## config.mk

```make
export PLATFORM = sky130hd
export DESIGN_NAME = mac_unit
export DESIGN_NICKNAME = d
export VERILOG_FILES = /design/src/verilog/mac_pkg.sv /design/src/verilog/mac_mul_if.sv /design/src/verilog/mac_mul8.sv /design/src/verilog/mac_unit.sv
export SDC_FILE = /design/constraint.sdc
export NUM_CORES = 1
export LEC_CHECK = 0
export BUFFER_PORTS_ARGS = -buffer_cell sky130_fd_sc_hd__buf_2
export CORE_MARGIN = 4
export CORE_UTILIZATION = 40
export CTS_BUF_LIST = sky130_fd_sc_hd__clkbuf_16
export DETAILED_ROUTE_END_ITERATION = 10
export SYNTH_ARGS = -nofsm -noshare
export SYNTH_HDL_FRONTEND = slang
export SYNTH_SLANG_ARGS = --single-unit
```

## constraint.sdc

```tcl
create_clock -name aclk -period 17.35 [get_ports aclk]
set_clock_uncertainty 0.05 [all_clocks]
set_input_delay 3.47 -clock aclk [delete_from_list [all_inputs] [get_ports aclk]]
set_output_delay 3.47 -clock aclk [all_outputs]
set_load 0.01 [all_outputs]
```

## src/verilog/mac_pkg.sv

```systemverilog
// Constants, register indexes and state types shared by the multiply-accumulate block.
// Assumes a single 200 MHz clock and a synchronous active-low reset.
package mac_pkg;

	// ----------------------------------------------------------------
	// Bus and register map (index; byte address is index times four)
	// ----------------------------------------------------------------
	localparam int          ADDR_W      = 10;
	localparam logic [7:0]  IDX_OPA_HI  = 8'he1;
	localparam logic [7:0]  IDX_CFG     = 8'he2;
	localparam logic [7:0]  IDX_WIN_LO  = 8'he4;
	localparam logic [7:0]  IDX_WIN_HI  = 8'he5;
	localparam logic [7:0]  IDX_OPB_HI  = 8'hf7;
	localparam logic [7:0]  IDX_OPA_LO  = 8'h10;
	localparam logic [7:0]  IDX_OPB_LO  = 8'h11;
	localparam logic [7:0]  IDX_CMD     = 8'h12;
	localparam logic [7:0]  IDX_STAT    = 8'h13;
	localparam logic [7:0]  IDX_PROD    = 8'h14;
	localparam logic [1:0]  RESP_OKAY   = 2'h0;
	localparam logic [1:0]  RESP_SLVERR = 2'h2;

	// ----------------------------------------------------------------
	// Field layouts and reset values
	// ----------------------------------------------------------------
	localparam int          CFG_WIN_LSB = 6;
	localparam int          CFG_SGN_B   = 5;
	localparam int          CFG_SGN_A   = 4;
	localparam logic [7:0]  CFG_RESET   = 8'h00;
	localparam logic [7:0]  BYTE_RESET  = 8'h00;
	localparam int          STAT_SIGN   = 0;
	localparam int          STAT_EXCESS = 1;
	localparam int          ACC_W       = 40;
	localparam int          BYTE_W      = 8;

	// ----------------------------------------------------------------
	// Instruction codes written to the command register
	// ----------------------------------------------------------------
	localparam logic [7:0]  OP_PREFIX   = 8'ha5;
	localparam logic [7:0]  OP_PLAIN    = 8'h00;
	localparam logic [7:0]  OP_MAC      = 8'ha4;
	localparam logic [7:0]  OP_CLR      = 8'he4;
	localparam logic [7:0]  OP_LSL      = 8'h23;
	localparam logic [7:0]  OP_ASR      = 8'h03;
	localparam logic [7:0]  OP_BYTE_MUL = 8'ha4;

	// ----------------------------------------------------------------
	// Cycle counts and the commit step
	// ----------------------------------------------------------------
	localparam logic [3:0]  MAC_CYCLES   = 4'h9;
	localparam logic [3:0]  CLR_CYCLES   = 4'h2;
	localparam logic [3:0]  SHIFT_CYCLES = 4'h2;
	localparam logic [3:0]  MUL_CYCLES   = 4'h2;
	localparam logic [3:0]  STEP_COMMIT  = 4'h5;

	typedef enum logic [5:0] {
		ST_IDLE = 6'b000001,
		ST_MAC  = 6'b000010,
		ST_MUL  = 6'b000100,
		ST_CLR  = 6'b001000,
		ST_LSL  = 6'b010000,
		ST_ASR  = 6'b100000
	} mac_state_type;

	typedef struct packed {
		logic                 aw_have;
		logic [7:0]           aw_idx;
		logic                 aw_ok;
		logic                 w_have;
		logic [31:0]          w_data;
		logic                 w_strb0;
		logic                 b_valid;
		logic [1:0]           b_resp;
		logic                 r_valid;
		logic [31:0]          r_data;
		logic [1:0]           r_resp;
		logic [7:0]           opa_hi;
		logic [7:0]           opa_lo;
		logic [7:0]           opb_hi;
		logic [7:0]           opb_lo;
		logic [7:0]           cfg;
		logic [15:0]          byte_prod;
		logic                 sign_flag;
		logic                 excess_flag;
		logic [ACC_W-1:0]     sum;
		logic [31:0]          prod;
		mac_state_type        state;
		logic [3:0]           step;
	} mac_regs_type;

	typedef struct packed {
		logic signed [17:0]   product;
	} mac_mul_regs_type;

endpackage

```

## src/verilog/mac_mul_if.sv

```systemverilog
// Operand and product wires between the sequencer and the shared 8-bit multiplier.
// Assumes the multiplier answers one clock after the operands are presented.
interface mac_mul_if;
	logic signed [8:0]  op_x;
	logic signed [8:0]  op_y;
	logic signed [17:0] product;

	modport requester (output op_x, output op_y, input product);
	modport multiplier (input op_x, input op_y, output product);
endinterface

```

## src/verilog/mac_mul8.sv

```systemverilog
// The single byte multiplier: two 9-bit signed operands, registered 18-bit product.
// Assumes operands already carry a zero or sign extension chosen by the caller.
module mac_mul8 (
	// Clock and reset
	input  wire logic             aclk,
	input  wire logic             aresetn,
	// Operands and product
	mac_mul_if.multiplier         mul
);

	mac_pkg::mac_mul_regs_type    st_reg;
	mac_pkg::mac_mul_regs_type    st_next;

	always_comb begin
		st_next = st_reg;
		st_next.product = mul.op_x * mul.op_y;
	end

	always_ff @(posedge aclk) begin
		if (!aresetn) begin
			st_reg <= '0;
		end else begin
			st_reg <= st_next;
		end
	end

	assign mul.product = st_reg.product;

endmodule

```

## src/verilog/mac_unit.sv

```systemverilog
// Multiply-accumulate datapath with a 40-bit sum and an AXI4-Lite register port.
// Assumes one bus master; commands arrive as writes to the command register.
//
// The AXI4-Lite interface to the registers was chosen for this implementation.
module mac_unit (
	// Clock and reset
	input  wire logic                       aclk,
	input  wire logic                       aresetn,
	// Write address channel
	input  wire logic                       s_axi_awvalid,
	output logic                            s_axi_awready,
	input  wire logic [mac_pkg::ADDR_W-1:0] s_axi_awaddr,
	input  wire logic [2:0]                 s_axi_awprot,
	// Write data channel
	input  wire logic                       s_axi_wvalid,
	output logic                            s_axi_wready,
	input  wire logic [31:0]                s_axi_wdata,
	input  wire logic [3:0]                 s_axi_wstrb,
	// Write response channel
	output logic                            s_axi_bvalid,
	input  wire logic                       s_axi_bready,
	output logic [1:0]                      s_axi_bresp,
	// Read address channel
	input  wire logic                       s_axi_arvalid,
	output logic                            s_axi_arready,
	input  wire logic [mac_pkg::ADDR_W-1:0] s_axi_araddr,
	input  wire logic [2:0]                 s_axi_arprot,
	// Read data channel
	output logic                            s_axi_rvalid,
	input  wire logic                       s_axi_rready,
	output logic [31:0]                     s_axi_rdata,
	output logic [1:0]                      s_axi_rresp,
	// Status
	output logic                            busy
);

	mac_pkg::mac_regs_type  st_reg;
	mac_pkg::mac_regs_type  st_next;
	mac_mul_if              mul ();

	logic                   idle;
	logic [1:0]             win_sel;
	logic [5:0]             win_pos;
	logic [15:0]            win_val;
	logic [7:0]             ar_idx;

	// Top bit of the sum; sign and overflow both watch it
	localparam int          ACC_TOP = mac_pkg::ACC_W - 1;

	// ----------------------------------------------------------------
	// Shared multiplier
	// ----------------------------------------------------------------
	mac_mul8 u_mul (
		.aclk    (aclk),
		.aresetn (aresetn),
		.mul     (mul.multiplier)
	);

	assign idle    = (st_reg.state == mac_pkg::ST_IDLE);
	assign busy    = !idle;
	assign win_sel = st_reg.cfg[mac_pkg::CFG_WIN_LSB +: 2];
	assign win_pos = {1'b0, win_sel, 3'b000};
	assign win_val = st_reg.sum[win_pos +: 16];
	assign ar_idx  = s_axi_araddr[9:2];

	// Operand feed: low bytes zero-extended, high bytes sign-extended for the
	// wide product; the byte multiply instead obeys the two select bits.
	// Partial products go low by low, high by low, low by high, high by high;
	// each product comes back one clock after its operands are fed.
	always_comb begin
		mul.op_x = {1'b0, st_reg.opa_lo};
		mul.op_y = {1'b0, st_reg.opb_lo};
		if (st_reg.state == mac_pkg::ST_MAC) begin
			unique case (st_reg.step)
				4'h1: begin
					mul.op_x = {st_reg.opa_hi[7], st_reg.opa_hi};
				end
				4'h2: begin
					mul.op_y = {st_reg.opb_hi[7], st_reg.opb_hi};
				end
				4'h3: begin
					mul.op_x = {st_reg.opa_hi[7], st_reg.opa_hi};
					mul.op_y = {st_reg.opb_hi[7], st_reg.opb_hi};
				end
				default: begin
					mul.op_x = {1'b0, st_reg.opa_lo};
				end
			endcase
		end else if (st_reg.state == mac_pkg::ST_MUL) begin
			mul.op_x = {st_reg.cfg[mac_pkg::CFG_SGN_A] & st_reg.opa_lo[7], st_reg.opa_lo};
			mul.op_y = {st_reg.cfg[mac_pkg::CFG_SGN_B] & st_reg.opb_lo[7], st_reg.opb_lo};
		end
	end

	// ----------------------------------------------------------------
	// Next-state logic
	// ----------------------------------------------------------------
	always_comb begin
		logic [31:0]            pp_ext;
		logic [ACC_TOP:0]       prod_ext;
		logic [ACC_TOP:0]       sum_add;
		logic [5:0]             wr_pos;
		pp_ext   = {{14{mul.product[17]}}, mul.product};
		prod_ext = {{8{st_reg.prod[31]}}, st_reg.prod};
		sum_add  = st_reg.sum + prod_ext;
		wr_pos   = win_pos;
		st_next  = st_reg;

		// Write address and data are taken independently, in either order
		if (s_axi_awvalid && !st_reg.aw_have) begin
			st_next.aw_have = 1'b1;
			st_next.aw_idx  = s_axi_awaddr[9:2];
		end
		if (s_axi_wvalid && !st_reg.w_have) begin
			st_next.w_have  = 1'b1;
			st_next.w_data  = s_axi_wdata;
			st_next.w_strb0 = s_axi_wstrb[0];
		end
		if (st_reg.b_valid && s_axi_bready) begin
			st_next.b_valid = 1'b0;
		end
		if (st_reg.r_valid && s_axi_rready) begin
			st_next.r_valid = 1'b0;
		end

		// Sequencer
		st_next.step = st_reg.step + 4'h1;
		unique case (st_reg.state)
			mac_pkg::ST_IDLE: begin
				st_next.step = 4'h0;
			end
			// Step n folds in the partial product fed at step n-1; the sum
			// takes the finished product once, at the commit step
			mac_pkg::ST_MAC: begin
				unique case (st_reg.step)
					4'h1: st_next.prod = pp_ext;
					4'h2: st_next.prod = st_reg.prod + (pp_ext << mac_pkg::BYTE_W);
					4'h3: st_next.prod = st_reg.prod + (pp_ext << mac_pkg::BYTE_W);
					4'h4: st_next.prod = st_reg.prod + (pp_ext << (2 * mac_pkg::BYTE_W));
					default: st_next.prod = st_reg.prod;
				endcase
				if (st_reg.step == mac_pkg::STEP_COMMIT) begin
					st_next.sum       = sum_add;
					st_next.sign_flag = sum_add[ACC_TOP];
					if ((st_reg.sum[ACC_TOP] == prod_ext[ACC_TOP]) &&
						(sum_add[ACC_TOP] != st_reg.sum[ACC_TOP])) begin
						st_next.excess_flag = 1'b1;
					end
				end
				if (st_reg.step == mac_pkg::MAC_CYCLES - 4'h1) begin
					st_next.state = mac_pkg::ST_IDLE;
				end
			end
			mac_pkg::ST_MUL: begin
				if (st_reg.step == mac_pkg::MUL_CYCLES - 4'h1) begin
					st_next.byte_prod = mul.product[15:0];
					st_next.state     = mac_pkg::ST_IDLE;
				end
			end
			mac_pkg::ST_CLR: begin
				st_next.sum = '0;
				if (st_reg.step == mac_pkg::CLR_CYCLES - 4'h1) begin
					st_next.state = mac_pkg::ST_IDLE;
				end
			end
			mac_pkg::ST_LSL: begin
				if (st_reg.step == 4'h0) begin
					st_next.sum = {st_reg.sum[ACC_TOP-1:0], 1'b0};
				end
				if (st_reg.step == mac_pkg::SHIFT_CYCLES - 4'h1) begin
					st_next.state = mac_pkg::ST_IDLE;
				end
			end
			mac_pkg::ST_ASR: begin
				if (st_reg.step == 4'h0) begin
					st_next.sum = {st_reg.sum[ACC_TOP], st_reg.sum[ACC_TOP:1]};
				end
				if (st_reg.step == mac_pkg::SHIFT_CYCLES - 4'h1) begin
					st_next.state = mac_pkg::ST_IDLE;
				end
			end
			default: begin
				st_next.state = mac_pkg::ST_IDLE;
			end
		endcase

		// Register writes wait for the sequencer, which stalls the bus master
		if (st_reg.aw_have && st_reg.w_have && !st_reg.b_valid && idle) begin
			st_next.aw_have = 1'b0;
			st_next.w_have  = 1'b0;
			st_next.b_valid = 1'b1;
			st_next.b_resp  = mac_pkg::RESP_OKAY;
			st_next.step    = 4'h0;
			unique case (st_reg.aw_idx)
				mac_pkg::IDX_OPA_HI: if (st_reg.w_strb0) st_next.opa_hi = st_reg.w_data[7:0];
				mac_pkg::IDX_OPB_HI: if (st_reg.w_strb0) st_next.opb_hi = st_reg.w_data[7:0];
				mac_pkg::IDX_OPA_LO: if (st_reg.w_strb0) st_next.opa_lo = st_reg.w_data[7:0];
				mac_pkg::IDX_OPB_LO: if (st_reg.w_strb0) st_next.opb_lo = st_reg.w_data[7:0];
				mac_pkg::IDX_CFG:    if (st_reg.w_strb0) st_next.cfg = st_reg.w_data[7:0];
				mac_pkg::IDX_WIN_LO: begin
					if (st_reg.w_strb0) st_next.sum[wr_pos +: 8] = st_reg.w_data[7:0];
				end
				mac_pkg::IDX_WIN_HI: begin
					wr_pos = win_pos + 6'h08;
					if (st_reg.w_strb0) st_next.sum[wr_pos +: 8] = st_reg.w_data[7:0];
				end
				mac_pkg::IDX_STAT: begin
					if (st_reg.w_strb0 && st_reg.w_data[mac_pkg::STAT_EXCESS]) begin
						st_next.excess_flag = 1'b0;
					end
				end
				mac_pkg::IDX_CMD: begin
					if (st_reg.w_strb0 && st_reg.w_data[15:8] == mac_pkg::OP_PREFIX) begin
						unique case (st_reg.w_data[7:0])
							mac_pkg::OP_MAC: st_next.state = mac_pkg::ST_MAC;
							mac_pkg::OP_CLR: st_next.state = mac_pkg::ST_CLR;
							mac_pkg::OP_LSL: st_next.state = mac_pkg::ST_LSL;
							mac_pkg::OP_ASR: st_next.state = mac_pkg::ST_ASR;
							default: st_next.state = mac_pkg::ST_IDLE;
						endcase
					end else if (st_reg.w_strb0 && st_reg.w_data[15:8] == mac_pkg::OP_PLAIN &&
						st_reg.w_data[7:0] == mac_pkg::OP_BYTE_MUL) begin
						st_next.state = mac_pkg::ST_MUL;
					end
				end
				default: st_next.b_resp = mac_pkg::RESP_SLVERR;
			endcase
		end

		// Reads are held off while an operation runs so no partial sum is seen
		if (s_axi_arvalid && s_axi_arready) begin
			st_next.r_valid = 1'b1;
			st_next.r_resp  = mac_pkg::RESP_OKAY;
			st_next.r_data  = '0;
			unique case (ar_idx)
				mac_pkg::IDX_OPA_HI: st_next.r_data[7:0] = st_reg.opa_hi;
				mac_pkg::IDX_OPB_HI: st_next.r_data[7:0] = st_reg.opb_hi;
				mac_pkg::IDX_OPA_LO: st_next.r_data[7:0] = st_reg.opa_lo;
				mac_pkg::IDX_OPB_LO: st_next.r_data[7:0] = st_reg.opb_lo;
				mac_pkg::IDX_CFG:    st_next.r_data[7:0] = st_reg.cfg;
				mac_pkg::IDX_WIN_LO: st_next.r_data[7:0] = win_val[7:0];
				mac_pkg::IDX_WIN_HI: st_next.r_data[7:0] = win_val[15:8];
				mac_pkg::IDX_PROD:   st_next.r_data[15:0] = st_reg.byte_prod;
				mac_pkg::IDX_CMD:    st_next.r_data = '0;
				mac_pkg::IDX_STAT: begin
					st_next.r_data[mac_pkg::STAT_SIGN]   = st_reg.sign_flag;
					st_next.r_data[mac_pkg::STAT_EXCESS] = st_reg.excess_flag;
				end
				default: st_next.r_resp = mac_pkg::RESP_SLVERR;
			endcase
		end
	end

	// ----------------------------------------------------------------
	// State register
	// ----------------------------------------------------------------
	always_ff @(posedge aclk) begin
		if (!aresetn) begin
			// Clearing the whole struct also empties the sum and both flags
			st_reg        <= '0;
			st_reg.state  <= mac_pkg::ST_IDLE;
			st_reg.cfg    <= mac_pkg::CFG_RESET;
			st_reg.opa_hi <= mac_pkg::BYTE_RESET;
			st_reg.opb_hi <= mac_pkg::BYTE_RESET;
		end else begin
			st_reg <= st_next;
		end
	end

	// ----------------------------------------------------------------
	// Bus outputs
	// ----------------------------------------------------------------
	// A held address or data word blocks the next one until it has executed,
	// which is how a running operation stalls the host
	assign s_axi_awready = !st_reg.aw_have;
	assign s_axi_wready  = !st_reg.w_have;
	assign s_axi_bvalid  = st_reg.b_valid;
	assign s_axi_bresp   = st_reg.b_resp;
	assign s_axi_arready = idle && !st_reg.r_valid;
	assign s_axi_rvalid  = st_reg.r_valid;
	assign s_axi_rdata   = st_reg.r_data;
	assign s_axi_rresp   = st_reg.r_resp;

endmodule

```

==> flow_summary.ini, run 1 <==
[run_status]
outcome = finished clean

[route]
vias_per_cell = 5.90
ant_nets = 0
first_pass_iters = 6
drc = 0
routed_wirelength_mm = 55.3
vias = 15932
wl_per_cell_um = 20.5
drtIter0Drc = 1517

[logic_synthesis]
synth_seq_area_share = 0.236
syn-cell-area_mm2 = 0.0174
yosys_warnings = 0
netlist.area_leader.share = 0.236
synth.area.top_cells = dfxtp_1, ha_1, fa_1, nand2_1, a21oi_1
synthFlopType = dfxtp_1
synth_cell_types = 90
synthArstFlopShare = 0
syn_inst = 2108
synth-edff-count = 0
postSynthAreaPerCell_um2 = 8.24
synth_top_area_cell = dfxtp_1
synth_seq_cells = 205

[hold_path]
min_path_type = flip-flop to flip-flop

[placement]
dpl.cell_count = 2655
gp_congestion = 0.924
port_buffers = 63
dp_hpwl_mm = 41.4

[setup_path]
slowest_delay_ns = 0.86
cp-end-kind = flip-flop
crit_chain = inv_1, ha_1, o21ai_1, nor2_1, buf_4, mux2i_1, inv_1, nand2_1, fa_1, fa_1, fa_1, fa_1, fa_1, inv_1, ha_1, a21o_1, a21o_1, a21o_1, a21oi_1, o21ai_0, o41ai_1, xnor2_1, and2_1
arrival_ns = 7.76
critPathMaxFanout = 11
critPathBufInv = 4
path_class = flip-flop to flip-flop
crit_family = adder cells
cp-start-kind = flip-flop
cp_common_cell = fa_1
crit_slowest_cell = o21ai_1
crit_required_ns = 17.73
ff2ff_setup_slack_ns = 9.97

[grt]
grt_use_total = 0.232
grt_overflow = 0
grt_start_max_net_pins = 122
antenna_found_initial = 2
grt_pass1_vias = 15523
grt_pass1_wl_mm = 87.9

[clock_network]
cts.clk_slew.worst_paths_ns = 0.06
cts_setup_buffers = 0
cts.sinks = 205
clock_latency_ns = 0.55
cts_hold_buf = 0
cts_resized = 0
numCtsBuffers = 24
cts_tree = yes
clk_path_buf_depth = 3
h-tree-depth = 1
root_buffer = clkbuf_16

[finish]
largest_reg_flops = 167
num-nets-final = 2363
fin_util = 0.437
synthToLayoutAreaGrowth_pct = 8.01
drive_gt1_frac = 0.0795
fin_cells = 2700

[power_and_ir_drop]
switchingPower_w = 0.000251
seqPwrFrac = 0.467
power.share.clock = 0.494
vdd_drop_max_v = 0.0000590
pwr_density_cell_mw_per_mm2 = 55.3
combPwrFrac = 0.039
power.share.switching = 0.242
p_leak_nw = 8.06
intPower_w = 0.000787

[die]
start_util = 0.404
die_w_um = 216
die_y_um = 216
rows = 76
dieArea_mm2 = 0.0468
ioPinCount = 111
core_mm2 = 0.0430

[sta]
tightestPinTransition_ns = 1.15
relSlewSlack = 0.235
max_freq_ghz = 0.135
period_minus_slack_ns = 7.38
hold_viol_final = 0
finalMaxSlewViolations = 0
grt_setup_unrepaired = no
fin_crit_sh = 0.425
fin_tns_setup_ns = 0
finalSetupViolations = 0

[job]
max_cap_viol_count = 0
==> kinds of logic (layout without fill, tap and decap cells) <==
group,after synthesis,count (layout),share of synthesized area
AOI/OAI and AO/OA,606,606,0.241
and+or+nand+nor,682,682,0.189
xor gates and xnor gates,90,90,0.0454
DFF,205,205,0.236
adders and majority gates,198,198,0.174
muxes,77,77,0.0513
other,1,20,0.000216
buffers and inverters,249,237,0.0626
==> path summary, 6_finish.rpt <==
kind,startpoint,endpoint,cells after the start
worst max-delay path,st_reg[0],u_mul.mul.product[17],23
worst min-delay path,s_axi_rdata[1],s_axi_rdata[1],2
worst max register to register,st_reg[0],u_mul.mul.product[17],23
worst min register to register,s_axi_rdata[1],s_axi_rdata[1],2
==> power groups by stage <==
stage | Combinational [W] | Clock (W) | Sequential (W)
after floorplan | 0.0000328 | 0 | 0.000488
after detailed placement | 0.0000404 | 0 | 0.000495
after global placement | 0.0000398 | 0 | 0.000495
after CTS | 0.0000405 | 0.000524 | 0.000485
final | 0.0000404 | 0.000513 | 0.000485
after global routing | 0.0000445 | 0.000540 | 0.000485
==> metal layers <==
layer  track usage  vias to the layer above  routed length (um)  part of all wire
met5             0                        -                   0                 0
met1         0.313                     7795               24100              0.44
met2         0.377                      552               25600              0.46
li1              -                     7479                   -                 -
met3        0.0395                      106                3940             0.071
met4        0.0785                        0                1700             0.031
==> worst register-to-register path, delay by kind of cell, from the launching register on <==
family                     cells  cell delay [ns]
buffers and inverters          4             0.57
adders and majority gates      7             2.92
muxes                          1             0.65
DFF                            1             0.40
and+or+nand+nor                3             0.44
xor gates and xnor gates       1             0.15
AOI/OAI and AO/OA              7             2.10
==> cell type report <==
class / instances / area [um2]
inverter: 111 / 417
clock buffer: 24 / 601
tap: 585 / 732
fill: 4325 / 24200
antenna: 2 / 5.00
timing repair buffer: 83 / 468
sequential: 205 / 4100
clock inverter: 19 / 184
multi-input combinational: 1671 / 12300
==> per-stage QoR <==
stage                     cell area (um2)  worst slack, ns  total power (W)  hold slack (ns)
final                               18800             9.97          0.00104            0.408
after global routing                18800             9.44          0.00107            0.439
after CTS                           18800             9.97          0.00105            0.407
after detailed placement            18000            10.03         0.000535            0.399
after global placement              18000            10.03         0.000535            0.393
after floorplan                     17400            10.83         0.000521            0.385
==> Yosys cell counts, drive strengths merged (39+ instances only) <==
cell	number
inv	110
nor2	128
xnor2	47
xor2	43
o21ai	112
nor2b	56
fa	73
ha	125
a21o	46
a21oi	107
nand2	284
a22oi	47
mux2i	52
nand3	42
a21boi	70
buf	51
and2	39
clkbuf	87
dfxtp	205
==> placed cells by master (no fill, tap or decap), types with 56 or more instances in the layout <==
cell type,netlist,final
a21oi_1,107,107
o21ai_0,90,90
nor2_1,127,127
ha_1,125,125
nand2_1,284,284
inv_1,108,113
a21boi_0,62,62
dfxtp_1,205,205
nor2b_1,56,56
buf_2,8,62
fa_1,73,73
Power figures use the tool's default switching activity.
==> run 2, diff against run 1 <==
ABC_AREA = 1   (was unset)
clock period = 6.9 ns   (was 17.35 ns; I/O delays follow)
==> run 2 against run 1 <==
Net effect:
- die area rose by 9.9%
- clock-buffer cell count grew 1
- combinational power rose to 3.2 times the previous value
- cell count increased by 34%
- largest cell class unchanged
- clock power increased by 150%
- utilization grew 0.083 points
- critical path type unchanged
- maximum frequency grew 17%
- sequential share of layout area fell by 1.9 points
- non-clock buffer count decreased by 6
==> flow_summary.ini, run 2 <==
[power_and_ir_drop]
intPower_w = 0.00197
combPwrFrac = 0.049
p_leak_nw = 9.69
power.share.switching = 0.250
pwr_density_cell_mw_per_mm2 = 128
switchingPower_w = 0.000655
power.share.clock = 0.488
seqPwrFrac = 0.463
vdd_drop_max_v = 0.000158

[setup_path]
path_class = flip-flop to flip-flop
critPathMaxFanout = 7
reg2reg_depth = 28
arrival_ns = 6.70
ff2ff_setup_slack_ns = 0.58
cp_common_cell = inv_1
slowest_delay_ns = 0.54
cp-endpoint = u_mul.mul.product[15]
cp-start-kind = flip-flop
crit_path_start = st_reg[6]
regToRegStartpoint = st_reg[6]
cp-end-kind = flip-flop
crit_slowest_cell = fa_1
r2r-end = u_mul.mul.product[15]
crit_required_ns = 7.28

[clock_network]
cts_tree = yes
numCtsBuffers = 24
clock_latency_ns = 0.55
cts_resized = 0
clk_path_buf_depth = 3
cts.sinks = 205
root_buffer = clkbuf_16
cts_hold_buf = 0
cts_setup_buffers = 0
cts.clk_slew.worst_paths_ns = 0.06
h-tree-depth = 1

[finish]
fin_cells = 3617
antenna_cells = 0
synthToLayoutAreaGrowth_pct = 7.20
final_cell_mix = nand2_1, inv_1, nor2_1
largest_reg_flops = 167
layout.cells.most_common = nand2_1
num-nets-final = 3259
drive_gt1_frac = 0.0681
fill_cells = 4996

[placement]
gp_congestion = 0.997
dpl.cell_count = 3573
dp_hpwl_mm = 55.4
port_buffers = 63

[route]
routed_wirelength_mm = 68.8
ant_nets = 0
drtIter0Drc = 1844
drc = 0
wl_per_cell_um = 19.0
first_pass_iters = 6
vias_per_cell = 5.55
vias = 20060

[logic_synthesis]
synthArstFlopShare = 0
yosys-top-cells-count = nand2_1, inv_1, nor2_1, a21oi_1, o21ai_0
postSynthAreaPerCell_um2 = 6.41
yosys_warnings = 0
syn_inst = 2990
syn-cell-area_mm2 = 0.0192
synthFlopType = dfxtp_1
yosysMostFrequentCell = nand2_1
synth_seq_cells = 205
synth_cell_types = 61
synth-edff-count = 0
synth_seq_area_share = 0.214
synth.area.top_cells = dfxtp_1, nand2_1, ha_1, fa_1, inv_1
netlist.area_leader.share = 0.214
synth_top_area_cell = dfxtp_1

[sta]
period_minus_slack_ns = 6.32
tightestPinTransition_ns = 1.01
hold_viol_final = 0
grt_setup_unrepaired = no
fin_crit_sh = 0.915
fin_tns_setup_ns = 0
finalMaxSlewViolations = 0
finalSetupViolations = 0
max_freq_ghz = 0.158
relSlewSlack = 0.324

[job]
max_cap_viol_count = 0

[hold_path]
min_path_type = flip-flop to flip-flop

[grt]
grt_use_total = 0.261
grt_pass1_wl_mm = 106
grt_pass1_vias = 18958
grt_overflow = 0
grt_start_max_net_pins = 105
antenna_found_initial = 0

[die]
die_y_um = 227
die_w_um = 227
rows = 79
core_mm2 = 0.0470
ioPinCount = 111
dieArea_mm2 = 0.0515
start_util = 0.408

[run_status]
outcome = finished clean
[run 2: changes by cell type after synthesis, sizes merged, moves of 39 or more]
cell / change
nand2: +399
inv: +293
nor2: +239
a21oi: +166
o21ai: +137
nand3: +112
a21boi: -69
nor2b: -56
mux2i: -52
o22ai: +48
a22oi: -43
a21o: -39
[run 2: power by group through the flow]
stage | Combinational (W) | Clock (W) | Sequential (W)
floorplan | 0.0000902 | 0 | 0.00123
global placement | 0.000125 | 0 | 0.00124
detailed placement | 0.000127 | 0 | 0.00124
CTS | 0.000127 | 0.00131 | 0.00121
global route | 0.000142 | 0.00135 | 0.00121
finish | 0.000128 | 0.00128 | 0.00121
[run 2: cell type report]
type                    count  area, um2  area share
multi-input cells        2278      12900       0.630
flip-flops and latches    205       4110       0.200
inverters                 406       1520      0.0742
well taps                 607        759      0.0370
clock buffers              25        626      0.0305
repair buffers             77        423      0.0206
clock inverters            19        158     0.00767
[run 2: worst min-delay path by stage]
stage	slack, ns	cells past startpoint	to	startpoint
after global routing	0.44	2	st_reg[14]	st_reg[14]
final	0.40	2	st_reg[16]	st_reg[16]
after global placement	0.40	2	s_axi_rdata[1]	s_axi_rdata[1]
after detailed placement	0.40	2	st_reg[16]	st_reg[16]
after CTS	0.41	2	st_reg[16]	st_reg[16]
after floorplan	0.37	2	st_reg[84]	st_reg[84]
[run 2: layer usage]
metal	share of wire	global-route usage	routed length (um)	vias to the layer above
met1	0.44	0.364	30400	9344
met3	0.070	0.0328	4790	133
met5	0	0	0	-
met2	0.44	0.406	30100	748
li1	-	-	-	9835
met4	0.051	0.118	3500	0
[run 2: logic make-up after synthesis]
kind of cell | synth area share
buffers and inverters | 0.113
and+or+nand+nor | 0.296
xor gates and xnor gates | 0.00868
adders and majority gates | 0.158
AOI/OAI and AO/OA | 0.209
other | 0.000196
DFF | 0.214
[run 2: critical path, delay by kind of cell (launching register included)]
| kind | cells | cell delay (ns) |
|---|---|---|
| buffers and inverters | 7 | 0.65 |
| DFF | 1 | 0.33 |
| adders and majority gates | 6 | 2.85 |
| AOI/OAI and AO/OA | 5 | 0.92 |
| and+or+nand+nor | 10 | 1.41 |
[run 2: per-stage QoR]
step | instance area [um2] | setup WS, ns | utilization | hold slack, ns | power [W]
2_1_floorplan | 19200 | 1.23 | - | 0.375 | 0.00132
5_1_grt | 20500 | 0.0921 | 0.438 | 0.440 | 0.00270
6_report | 20500 | 0.584 | 0.438 | 0.403 | 0.00262
3_5_place_dp | 19800 | 0.606 | 0.421 | 0.399 | 0.00137
3_3_place_gp | 19800 | 0.662 | 0.421 | 0.400 | 0.00136
4_1_cts | 20500 | 0.589 | 0.438 | 0.409 | 0.00265
